**src/ewsp_consts.vh**
```
`ifndef EWSP_CONSTS_VH
`define EWSP_CONSTS_VH

// register indices on the plain register port
`define EWSP_REG_READ_PAGE    4'h0
`define EWSP_REG_WRITE_PAGE   4'h1
`define EWSP_REG_STATUS       4'h2
`define EWSP_REG_CLEAR        4'h3
`define EWSP_REG_ENABLE       4'h4
`define EWSP_REG_CONFIG       4'h5
`define EWSP_REG_LAST_EA_LO   4'h6
`define EWSP_REG_LAST_EA_HI   4'h7

// reset values
`define EWSP_READ_PAGE_RST    10'h001
`define EWSP_WRITE_PAGE_RST   9'h001
`define EWSP_CONFIG_RST       1'b1

// address field layout
`define EWSP_WINDOW_BIT       15
`define EWSP_PAGE_W           9
`define EWSP_OFFSET_W         15
`define EWSP_PSV_BIT          9

// status bit positions and width
`define EWSP_ST_TRAP          0
`define EWSP_ST_RD_DONE       1
`define EWSP_ST_WR_DONE       2
`define EWSP_ST_W             3

// timing counts in instruction cycles; the slow count is in repeated reads
`define EWSP_RD_CYCLES        2'd2
`define EWSP_RPT_FIRST_CYCLES 2'd3
`define EWSP_RPT_NEXT_CYCLES  2'd1
`define EWSP_RPT_SLOW_COUNT   2'd2

// external reach: 16 MB for large port, 64 KB otherwise
`define EWSP_SMALL_PORT_MASK  24'h00ffff

`endif

```
**src/ewsp_page_regs.v**
```verilog
`timescale 1ns/1ps
`default_nettype none
`include "ewsp_consts.vh"

module ewsp_page_regs
(
    // clock and reset
    input  wire        ref_clk_in,
    input  wire        rst_n_in,
    // write side
    input  wire        wr_en_in,
    input  wire [3:0]  wr_addr_in,
    input  wire [15:0] wr_data_in,
    // page outputs, straight from flops
    output reg  [9:0]  read_page_out,
    output reg  [8:0]  write_page_out,
    output reg         large_port_out
);

    // page holders; only software changes them, never pointer rollover
    always @(posedge ref_clk_in or negedge rst_n_in)
    begin
        if (!rst_n_in)
        begin
            read_page_out  <= `EWSP_READ_PAGE_RST;
            write_page_out <= `EWSP_WRITE_PAGE_RST;
            large_port_out <= `EWSP_CONFIG_RST;
        end
        else if (wr_en_in)
        begin
            if (wr_addr_in == `EWSP_REG_READ_PAGE)
                read_page_out <= wr_data_in[9:0];
            if (wr_addr_in == `EWSP_REG_WRITE_PAGE)
                write_page_out <= wr_data_in[8:0];
            if (wr_addr_in == `EWSP_REG_CONFIG)
                large_port_out <= wr_data_in[0];
        end
    end

endmodule
`default_nettype wire

```
**src/ewsp_window_addr.v**
```verilog
`timescale 1ns/1ps
`default_nettype none
`include "ewsp_consts.vh"

module ewsp_window_addr
(
    // clock and reset
    input  wire        ref_clk_in,
    input  wire        rst_n_in,
    // register port
    input  wire [3:0]  reg_addr_in,
    input  wire [15:0] reg_wdata_in,
    input  wire        reg_wr_in,
    input  wire        reg_rd_in,
    output reg  [15:0] reg_rdata_out,
    // core access request
    input  wire        core_req_in,
    input  wire        core_write_in,
    input  wire        core_indirect_in,
    input  wire        core_repeat_in,
    input  wire        core_dword_in,
    input  wire [15:0] core_addr_in,
    output wire        core_ready_out,
    // memory side
    output reg         mem_valid_out,
    output reg         mem_write_out,
    output reg         mem_external_out,
    output reg         mem_program_view_out,
    output reg  [23:0] mem_addr_out,
    // trap and interrupt
    output reg         addr_trap_out,
    output wire        irq_out
);

    ////////////////////////////////////////////////////////////////////////
    // declarations

    wire [9:0]  read_page_select;
    wire [8:0]  write_page_select;
    wire        large_port;
    reg  [1:0]  wait_cnt;
    reg  [1:0]  rpt_cnt;
    reg         dword_second;
    reg  [15:0] held_addr;
    reg         held_write;
    reg  [`EWSP_ST_W-1:0] status;
    reg  [`EWSP_ST_W-1:0] irq_enable;
    reg  [23:0] last_ea;
    reg  [23:0] next_ea;
    reg         next_trap;
    reg         next_program_view;
    reg  [1:0]  next_cycles;
    wire        window_hit;
    wire        busy;
    wire        start;
    wire        finish;

    ////////////////////////////////////////////////////////////////////////
    // page registers in their own module

    ewsp_page_regs u_pages
    (
        .ref_clk_in     (ref_clk_in),
        .rst_n_in       (rst_n_in),
        .wr_en_in       (reg_wr_in),
        .wr_addr_in     (reg_addr_in),
        .wr_data_in     (reg_wdata_in),
        .read_page_out  (read_page_select),
        .write_page_out (write_page_select),
        .large_port_out (large_port)
    );

    ////////////////////////////////////////////////////////////////////////
    // address forming, shared by reads and writes

    // page above 15-bit offset; one page spans the 32 kilobyte window
    function [23:0] ewsp_join;
        input [8:0]  page;
        input [15:0] addr;
        begin
            ewsp_join = {page, addr[`EWSP_OFFSET_W-1:0]};
        end
    endfunction

    // window only for indirect pointers with bit 15 set
    assign window_hit = core_indirect_in & core_addr_in[`EWSP_WINDOW_BIT];

    // effective address, trap and program view decode for a new request
    always @*
    begin
        next_ea           = {8'h00, core_addr_in};
        next_trap         = 1'b0;
        next_program_view = 1'b0;
        if (window_hit)
        begin
            if (core_write_in)
            begin
                next_ea   = ewsp_join(write_page_select, core_addr_in);
                next_trap = (write_page_select == 9'h000);
            end
            else
            begin
                // read page bit 9 switches reads over to program view
                next_program_view = read_page_select[`EWSP_PSV_BIT];
                next_ea   = ewsp_join(read_page_select[8:0], core_addr_in);
                next_trap = (read_page_select == 10'h000);
            end
            if (!large_port)
                next_ea = next_ea & `EWSP_SMALL_PORT_MASK;
        end
    end

    // cycles a read costs; writes always one
    always @*
    begin
        next_cycles = `EWSP_RPT_NEXT_CYCLES;
        if (window_hit && !core_write_in)
        begin
            if (core_repeat_in)
                next_cycles = (rpt_cnt < `EWSP_RPT_SLOW_COUNT) ?
                              `EWSP_RPT_FIRST_CYCLES : `EWSP_RPT_NEXT_CYCLES;
            else
                next_cycles = `EWSP_RD_CYCLES;
        end
    end

    ////////////////////////////////////////////////////////////////////////
    // access sequencing

    assign busy           = (wait_cnt != 2'd0) | dword_second;
    assign start          = core_req_in & ~busy;
    assign finish         = (wait_cnt == 2'd1) | (start & (next_cycles == 2'd1));
    assign core_ready_out = ~busy;

    // wait counter models read overhead; second word of a double follows
    always @(posedge ref_clk_in or negedge rst_n_in)
    begin
        if (!rst_n_in)
        begin
            wait_cnt     <= 2'd0;
            rpt_cnt      <= 2'd0;
            dword_second <= 1'b0;
            held_addr    <= 16'h0000;
            held_write   <= 1'b0;
        end
        else if (start)
        begin
            wait_cnt     <= next_cycles - 2'd1;
            dword_second <= core_dword_in;
            held_addr    <= core_addr_in + 16'h0002;
            held_write   <= core_write_in;
            if (core_repeat_in && window_hit && !core_write_in)
            begin
                if (rpt_cnt != 2'd3)
                    rpt_cnt <= rpt_cnt + 2'd1;
            end
            else
                rpt_cnt <= 2'd0;
        end
        else if (wait_cnt != 2'd0)
            wait_cnt <= wait_cnt - 2'd1;
        else if (dword_second)
            dword_second <= 1'b0;
    end

    // memory port; pointer +2 wraps inside offset, page untouched
    always @(posedge ref_clk_in or negedge rst_n_in)
    begin
        if (!rst_n_in)
        begin
            mem_valid_out        <= 1'b0;
            mem_write_out        <= 1'b0;
            mem_external_out     <= 1'b0;
            mem_program_view_out <= 1'b0;
            mem_addr_out         <= 24'h000000;
            addr_trap_out        <= 1'b0;
            last_ea              <= 24'h000000;
        end
        else
        begin
            mem_valid_out <= 1'b0;
            addr_trap_out <= 1'b0;
            if (start)
            begin
                mem_valid_out        <= ~next_trap;
                mem_write_out        <= core_write_in;
                mem_external_out     <= window_hit;
                mem_program_view_out <= next_program_view;
                mem_addr_out         <= next_ea;
                addr_trap_out        <= next_trap;
                last_ea              <= next_ea;
            end
            else if (dword_second && wait_cnt == 2'd0)
            begin
                // second word keeps the same page: no rollover update
                mem_valid_out <= 1'b1;
                mem_addr_out  <= {mem_addr_out[23:15],
                                  held_addr[`EWSP_OFFSET_W-1:0]};
                mem_write_out <= held_write;
            end
        end
    end

    ////////////////////////////////////////////////////////////////////////
    // interrupt status, enable and clear; set beats clear

    always @(posedge ref_clk_in or negedge rst_n_in)
    begin
        if (!rst_n_in)
        begin
            status     <= {`EWSP_ST_W{1'b0}};
            irq_enable <= {`EWSP_ST_W{1'b0}};
        end
        else
        begin
            if (reg_wr_in && reg_addr_in == `EWSP_REG_ENABLE)
                irq_enable <= reg_wdata_in[`EWSP_ST_W-1:0];
            status <= (status & ~((reg_wr_in && reg_addr_in == `EWSP_REG_CLEAR) ?
                                  reg_wdata_in[`EWSP_ST_W-1:0] : {`EWSP_ST_W{1'b0}}))
                      | {start & window_hit & core_write_in,
                         finish & ~held_write & ~start | start & ~core_write_in & finish,
                         start & next_trap};
        end
    end

    assign irq_out = |(status & irq_enable);

    ////////////////////////////////////////////////////////////////////////
    // register read, data one cycle after strobe

    always @(posedge ref_clk_in or negedge rst_n_in)
    begin
        if (!rst_n_in)
            reg_rdata_out <= 16'h0000;
        else if (reg_rd_in)
        begin
            case (reg_addr_in)
                `EWSP_REG_READ_PAGE:  reg_rdata_out <= {6'h00, read_page_select};
                `EWSP_REG_WRITE_PAGE: reg_rdata_out <= {7'h00, write_page_select};
                `EWSP_REG_STATUS:     reg_rdata_out <= {13'h0000, status};
                `EWSP_REG_ENABLE:     reg_rdata_out <= {13'h0000, irq_enable};
                `EWSP_REG_CONFIG:     reg_rdata_out <= {15'h0000, large_port};
                `EWSP_REG_LAST_EA_LO: reg_rdata_out <= last_ea[15:0];
                `EWSP_REG_LAST_EA_HI: reg_rdata_out <= {8'h00, last_ea[23:16]};
                default:              reg_rdata_out <= 16'h0000;
            endcase
        end
        else
            reg_rdata_out <= 16'h0000;
    end

endmodule
`default_nettype wire

```
**config.mk**
```make
export PLATFORM = sky130hd
export DESIGN_NAME = ewsp_window_addr
export DESIGN_NICKNAME = d
export VERILOG_FILES = /design/src/ewsp_page_regs.v /design/src/ewsp_window_addr.v
export VERILOG_INCLUDE_DIRS = /design/src
export SDC_FILE = /design/constraint.sdc
export NUM_CORES = 1
export LEC_CHECK = 0
export BUFFER_PORTS_ARGS = -buffer_cell sky130_fd_sc_hd__clkbuf_2
export CAP_MARGIN = 10
export CORE_UTILIZATION = 35
export CTS_CLUSTER_DIAMETER = 80
export CTS_CLUSTER_SIZE = 28
export DETAILED_ROUTE_END_ITERATION = 16
export PLACE_DENSITY = 0.65
export SETUP_SLACK_MARGIN = 0.1
export SYNTH_ARGS = -nofsm -noshare
export SYNTH_HDL_FRONTEND = slang
export SYNTH_SLANG_ARGS = --single-unit
```
**constraint.sdc**
```tcl
create_clock -name ref_clk_in -period 2.3 [get_ports ref_clk_in]
set_input_delay 0.23 -clock ref_clk_in [delete_from_list [all_inputs] [get_ports ref_clk_in]]
set_output_delay 0.23 -clock ref_clk_in [all_outputs]
set_load 0.05 [all_outputs]
```
==> flow_summary.ini, run 1 <==
[logic_synthesis]
yosys_warnings = 0
synthDistinctLibCells = 43
yosys.cell_count.top_type = sky130_fd_sc_hd__nand2_1
async_flop_share = 1.00
syn_nets = 544
synth.top_cells.by_count = 130 x sky130_fd_sc_hd__nand2_1, 112 x sky130_fd_sc_hd__dfrtp_1, 41 x sky130_fd_sc_hd__mux2_2, 26 x sky130_fd_sc_hd__a21oi_1, 18 x sky130_fd_sc_hd__o21ai_0
post_synth_instance_area_um2 = 5130
synthTopCellsByArea = sky130_fd_sc_hd__dfrtp_1 55%, sky130_fd_sc_hd__nand2_1 9.5%, sky130_fd_sc_hd__mux2_2 9.0%, sky130_fd_sc_hd__a21oi_1 2.5%, sky130_fd_sc_hd__a21o_1 2.5%
yosys.area.top_type_share = 0.546
number_of_synthesized_flops_with_an_enable_pin = 0
synth.yosys.seq_area_share = 0.561
postSynth.topFlopCell = sky130_fd_sc_hd__dfrtp_1
cells_after_synthesis = 493
synth.largest_area_cell = sky130_fd_sc_hd__dfrtp_1
synth.ff_latch_count = 115
syn_area_per_cell_um2 = 10.4

[setup_path]
timing.setup.critical_path_class = flip-flop to output pin
critical_path.endpoint_type = output pin
cp_max_fo = 8
cp.required_ps = 2070
setup.worst_path.start_class = flip-flop
rr_worst_depth = 8
timing.critical_path.arrival_ps = 1700

[clock_network]
cts_hold_repair.buffers = 1
cts-buffers-inserted = 17
post_cts_resize_count = 0
clockRootBuffer = sky130_fd_sc_hd__clkbuf_16
cts_tree = done
cts.sinks = 115
cts.repair_timing.setup_buffer_count = 0
clock_path_buffers = 2
clock_insertion_delay_worst_skew_ps = 420
clk_transition_reported_paths_ps = 50
cts.htree.levels = 4

[flow_run]
maxCapViolations = 0

[die]
floorplan.die.height_um = 123
num_rows = 43
starting_density = 0.364
design.portCount = 92
floorplan.die_area_um2 = 15200
core_um2 = 14100
die-width_um = 123

[layout]
growth_of_design_area_from_synthesis_to_finish_pct = 24.4
stdcell_count = 781
multiInputGateArea_um2 = 2120
num_antenna_cells = 0
layout.nets = 639
layout.filler_cells = 1379
seqCellArea_um2 = 2880
drive_above_1_share = 0.293

[pwr]
max-vdd-ir-drop_mv = 0.597
finalPower_uw = 7860
power_per_cell_area_nw_per_um2 = 1230
leakage_uw = 0.00324

[place]
gp_congestion = 0.871
input_output_buffers = 85
dpl.cell_count = 748
detailed_place_hpwl_um = 9250

[timing]
grt_setup_unrepaired = no
finalMaxSlewViolations = 0
worstMarginPinSlew_ps = 762
finalHoldWorstSlack_ps = 62.6
timing.fmax_mhz = 519
clock_skew_ps = 7.76
hold_viol_final = 0
fin_crit_ps = 1930
crit_share_post_route = 0.838
totalNegativeSetupSlack_ps = 0
slew-limit-headroom = 0.489
finalSetupViolations = 0

[grt]
number_of_antenna_violations_at_the_first_check_in_global_routing = 0
grt_use_total = 0.182
overflow = 0
grt_max_degree = 55
grt_first_pass_wirelength_um = 20500
vias_in_the_first_global_route = 4052

[route]
drt-vias-per-instance = 5.14
route.final.wire_length_um = 12800
drt-wirelength-per-cell_um = 16.4
post-route-drc-count = 0
dr_total_vias = 4017
antenna_violating_nets_post_route = 0
first_pass_iters = 4
dr.first_iter.drc_count = 294

[status]
status = finished clean

[min_path]
hold_crit_path_type = primary input to flip-flop
hold-path-cell-count = 2
## placed cells by master, fill, tap and decap left out, types with 5 or more instances in the layout
cell	count
sky130_fd_sc_hd__nand2_1	130
sky130_fd_sc_hd__dfrtp_1	112
sky130_fd_sc_hd__clkbuf_2	84
sky130_fd_sc_hd__mux2_2	41
sky130_fd_sc_hd__a21oi_1	26
sky130_fd_sc_hd__a21o_1	17
sky130_fd_sc_hd__o21ai_0	17
sky130_fd_sc_hd__clkbuf_16	17
sky130_fd_sc_hd__nor2_1	15
sky130_fd_sc_hd__buf_4	12
sky130_fd_sc_hd__nand3_1	11
sky130_fd_sc_hd__xnor2_1	11
sky130_fd_sc_hd__nor3_1	10
sky130_fd_sc_hd__and3_1	8
sky130_fd_sc_hd__inv_1	7
sky130_fd_sc_hd__a22oi_1	6
sky130_fd_sc_hd__ha_1	6
sky130_fd_sc_hd__clkbuf_1	6
sky130_fd_sc_hd__nor2b_1	5
sky130_fd_sc_hd__nor4_1	5
## report_power, final
group / switching (uW) / internal (uW) / total [uW]
clock network: 860 / 1670 / 2530
registers: 366 / 2630 / 3000
logic: 1550 / 774 / 2330
## per-layer routing
metal	share of wire	track usage	vias to the layer above
li1	-	-	1892
met1	0.45	0.244	1997
met2	0.48	0.278	109
met3	0.055	0.0470	19
met4	0.013	0.0813	0
met5	0	0	-
## final cells by class
cell class,count,area share
well taps,180,0.0353
multi-input cells,348,0.332
repair buffers,99,0.0878
inverters,7,0.00411
clock inverters,6,0.0129
flip-flops and latches,115,0.451
clock buffers,26,0.0766
## worst max-delay path, cell delays in order, from the launching register on
cell	delay, ps
sky130_fd_sc_hd__dfrtp_1	400
sky130_fd_sc_hd__inv_1	100
sky130_fd_sc_hd__ha_1	180
sky130_fd_sc_hd__buf_4	160
sky130_fd_sc_hd__nor2b_1	150
sky130_fd_sc_hd__clkbuf_2	290
## cells by family after synthesis
| family | Yosys count | share of synthesized area |
|---|---|---|
| flops | 115 | 0.561 |
| fa+ha+maj | 6 | 0.0146 |
| xor+xnor | 13 | 0.0222 |
| simple gates | 200 | 0.175 |
| compound gates | 85 | 0.105 |
| mux | 44 | 0.0958 |
| buf+inv | 30 | 0.0263 |
## stage by stage
step	setup slack, ps	cell area (um2)	util
after detailed placement	375	5810	0.412
final	372	6390	0.453
after floorplan	584	5130	-
after CTS	361	6390	0.453
after global routing	207	6390	0.453
after global placement	414	5810	0.412
## final timing paths
check	startpoint	endpoint	slack, ps
setup / recovery	wait_cnt[0]	core_ready_out	370
hold / removal	reg_wdata_in[4]	u_pages.write_page_out[4]	60
setup reg to reg	wait_cnt[0]	mem_addr_out[6]	390
hold reg to reg	held_addr[2]	held_addr[2]	460
max in group asynchronous	rst_n_in	u_pages.write_page_out[0]	1300
min in group asynchronous	rst_n_in	mem_addr_out[3]	260
## sequential cells by signal, summed over array words and instances (netlist names)
register	count
mem_addr_out	24
last_ea	23
reg_rdata_out	16
held_addr	15
u_pages.read_page_out	10
u_pages.write_page_out	9
irq_enable	3
status	3
rpt_cnt	2
wait_cnt	2
addr_trap_out	1
dword_second	1
held_write	1
mem_external_out	1
mem_program_view_out	1
mem_valid_out	1
mem_write_out	1
u_pages.large_port_out	1
(Power assumes the default switching activity.)
==> run 2: changes to the inputs <==
- ABC_AREA: unset -> 1
- PLACE_DENSITY: 0.65 -> 0.67
- clock period: 2.3 -> 1.6 ns (I/O delays scaled with it)
==> run 2 against run 1 <==
Effect of this change:
- the run now ends with setup timing left
- clock skew rose by 0.60 ps
- total power up 65%
- cell area increased by 15%
- via count grew 18%
- wire length grew 14%
- largest cell class unchanged
==> flow_summary.ini, run 2 <==
[status]
status = finished with violations
violated_checks = setup timing

[place]
input_output_buffers = 85
dpl_cell_area_um2 = 5960
gp_congestion = 0.861
detailed_place_hpwl_um = 9370

[logic_synthesis]
synth.top_cells.by_count = 174 x sky130_fd_sc_hd__nand2_1, 112 x sky130_fd_sc_hd__dfrtp_1, 71 x sky130_fd_sc_hd__inv_1, 69 x sky130_fd_sc_hd__nor2_1, 41 x sky130_fd_sc_hd__nand3_1
cells_after_synthesis = 614
syn_nets = 665
synth.yosys.seq_area_share = 0.556
postSynth.topFlopCell = sky130_fd_sc_hd__dfrtp_1
yosys.area_share.adder = 0.0145
syn_area_per_cell_um2 = 8.44
yosys.cell_count.top_type = sky130_fd_sc_hd__nand2_1
post_synth_instance_area_um2 = 5180
number_of_synthesized_flops_with_an_enable_pin = 0
synth_mux_area_frac = 0
synth.ff_latch_count = 115
yosys_warnings = 0
post_synthesis_xor_xnor_area_fraction = 0.00507
synth-compound-area-share = 0.111
combinational_family_with_the_most_area_after_synthesis = simple AND/OR/NAND/NOR gates
yosys.area.top_type_share = 0.541
synth.largest_area_cell = sky130_fd_sc_hd__dfrtp_1
synthDistinctLibCells = 34
async_flop_share = 1.00
synthSimpleGateAreaFrac = 0.242
synthTopCellsByArea = sky130_fd_sc_hd__dfrtp_1 54%, sky130_fd_sc_hd__nand2_1 13%, sky130_fd_sc_hd__inv_1 5.1%, sky130_fd_sc_hd__nor2_1 5.0%, sky130_fd_sc_hd__nand3_1 4.0%

[layout]
growth_of_design_area_from_synthesis_to_finish_pct = 41.6
num_antenna_cells = 0
registers.top_by_ff_count = mem_addr_out
top_regs = mem_addr_out (24), last_ea (23), reg_rdata_out (16)
commonest_cells_after_routing_fill_and_taps_aside = 161 x sky130_fd_sc_hd__nand2_1, 112 x sky130_fd_sc_hd__dfrtp_1, 83 x sky130_fd_sc_hd__clkbuf_2
area_of_all_placed_cells_without_fillers_um2 = 7340
most_common_cell_after_layout_fill_and_taps_aside = sky130_fd_sc_hd__nand2_1
drive_above_1_share = 0.312
flip_flop_count_of_the_largest_register_all_copies_and_words_added = 24
layout.nets = 810

[setup_path]
cp_max_fo = 2
setup.worst_path.start_class = flip-flop
cp.required_ps = 1880
r2r_slack_ps = -50
critical_path.endpoint_type = flip-flop
timing.critical_path.arrival_ps = 1930
timing.setup.critical_path_class = flip-flop to flip-flop

[timing]
fin_crit_ps = 1650
slew-limit-headroom = 0.579
finalSetupViolations = 14
clock_skew_ps = 8.36
timing.final.ws_setup_ps = -46.3
crit_share_post_route = 1.03
timing.fmax_mhz = 607
worstMarginPinSlew_ps = 632
totalNegativeSetupSlack_ps = -236
finalMaxSlewViolations = 0
grt_setup_unrepaired = yes
hold_viol_final = 0

[route]
post-route-drc-count = 0
first_pass_iters = 9
dr_total_vias = 4723
drt-vias-per-instance = 4.94
antenna_violating_nets_post_route = 0
route.final.wire_length_um = 14700
dr.first_iter.drc_count = 266
drt-wirelength-per-cell_um = 15.3

[grt]
grt_first_pass_wirelength_um = 22400
overflow = 0
number_of_antenna_violations_at_the_first_check_in_global_routing = 0
grt_max_degree = 116
vias_in_the_first_global_route = 4335
grt_use_total = 0.195

[flow_run]
maxCapViolations = 0

[die]
starting_density = 0.358
floorplan.die_area_um2 = 15300
floorplan.die.height_um = 124
core_um2 = 14500
num_rows = 44
die-width_um = 124
design.portCount = 92

[clock_network]
cts_tree = done
cts.htree.levels = 4
clockRootBuffer = sky130_fd_sc_hd__clkbuf_16
cts.sinks = 115
cts-buffers-inserted = 17
clock_insertion_delay_worst_skew_ps = 410
clock_path_buffers = 2
clk_transition_reported_paths_ps = 50

[pwr]
leakage_uw = 0.00368
power_per_cell_area_nw_per_um2 = 1770
max-vdd-ir-drop_mv = 0.958
finalPower_uw = 13000

[min_path]
hold_crit_path_type = primary input to flip-flop
==> run 2: cell count changes after synthesis, moves of 18 or more <==
cell / previous run / this run
sky130_fd_sc_hd__inv_1: 7 / 71
sky130_fd_sc_hd__nor2_1: 15 / 69
sky130_fd_sc_hd__nand2_1: 130 / 174
sky130_fd_sc_hd__mux2_2: 41 / 0
sky130_fd_sc_hd__nand3_1: 11 / 41
sky130_fd_sc_hd__a21oi_1: 26 / 8
==> run 2: cell families (layout without fill, tap and decap cells) <==
logic type / Yosys count / in the layout
xor gates and xnor gates: 3 / 3
buffers and inverters: 92 / 249
adders and majority gates: 6 / 6
and+or+nand+nor: 304 / 305
AOI/OAI and AO/OA: 94 / 94
DFF: 115 / 115
==> run 2: through the flow <==
step                setup slack [ps]  hold slack, ps  utilization  std cells
floorplan                        158            -136            -        614
global placement                39.4             295        0.412        885
detailed placement              12.4             296        0.412        885
CTS                           -0.277           0.199        0.473        941
global route                    -117            4.52        0.507        956
finish                         -46.3            13.1        0.507        956
==> run 2: layer usage <==
| metal | vias up | share of wire | routed length [um] | global-route usage |
|---|---|---|---|---|
| li1 | 2281 | - | - | - |
| met1 | 2257 | 0.44 | 6430 | 0.271 |
| met2 | 168 | 0.47 | 6910 | 0.297 |
| met3 | 17 | 0.074 | 1090 | 0.0467 |
| met4 | 0 | 0.015 | 221 | 0.0678 |
| met5 | - | 0 | 0 | 0 |
==> run 2: path summary, 6_finish.rpt <==
kind / from / endpoint / depth (start not counted)
worst min-delay path: reg_wdata_in[4] / u_pages.write_page_out[4] / 3
max in group asynchronous: rst_n_in / u_pages.read_page_out[6] / 3
min in group asynchronous: rst_n_in / reg_rdata_out[10] / 3
worst min register to register: u_pages.read_page_out[0] / u_pages.read_page_out[0] / 2
worst max register to register: wait_cnt[0] / dword_second / 11
worst max-delay path: wait_cnt[0] / dword_second / 11
==> run 2: critical path, stage by stage (launching register included) <==
cell and delay [ps]:
sky130_fd_sc_hd__dfrtp_1 360, sky130_fd_sc_hd__inv_2 60, sky130_fd_sc_hd__buf_4 120, sky130_fd_sc_hd__buf_4 120
sky130_fd_sc_hd__buf_4 120, sky130_fd_sc_hd__buf_4 120, sky130_fd_sc_hd__buf_4 120, sky130_fd_sc_hd__buf_4 120
sky130_fd_sc_hd__buf_6 110, sky130_fd_sc_hd__ha_4 150, sky130_fd_sc_hd__nand3_2 60, sky130_fd_sc_hd__o21ai_1 60
==> run 2: timing repair <==
item                                   CTS  global route
gates resized for setup                 30            74
hold buffers                             9             0
endpoints found under the hold margin  120             0
buffers inserted                        13            10
pin swaps                                2            13
cloned                                   3             5
setup endpoints to repair               39            51
==> run 2: power breakdown <==
group / total [uW] / internal (uW) / switching, uW
clock: 3470 / 2150 / 1320
sequential: 4420 / 3820 / 601
combinational: 5110 / 1960 / 3150
==> run 2: cell type report <==
cell class | instances | area, um2
Clock buffer | 21 | 450
Clock inverter | 11 | 87.6
Fill cell | 1314 | 7140
Inverter | 73 | 287
Multi-Input combinational cell | 408 | 2250
Sequential cell | 115 | 2880
Tap cell | 184 | 230
Timing Repair Buffer | 144 | 1150
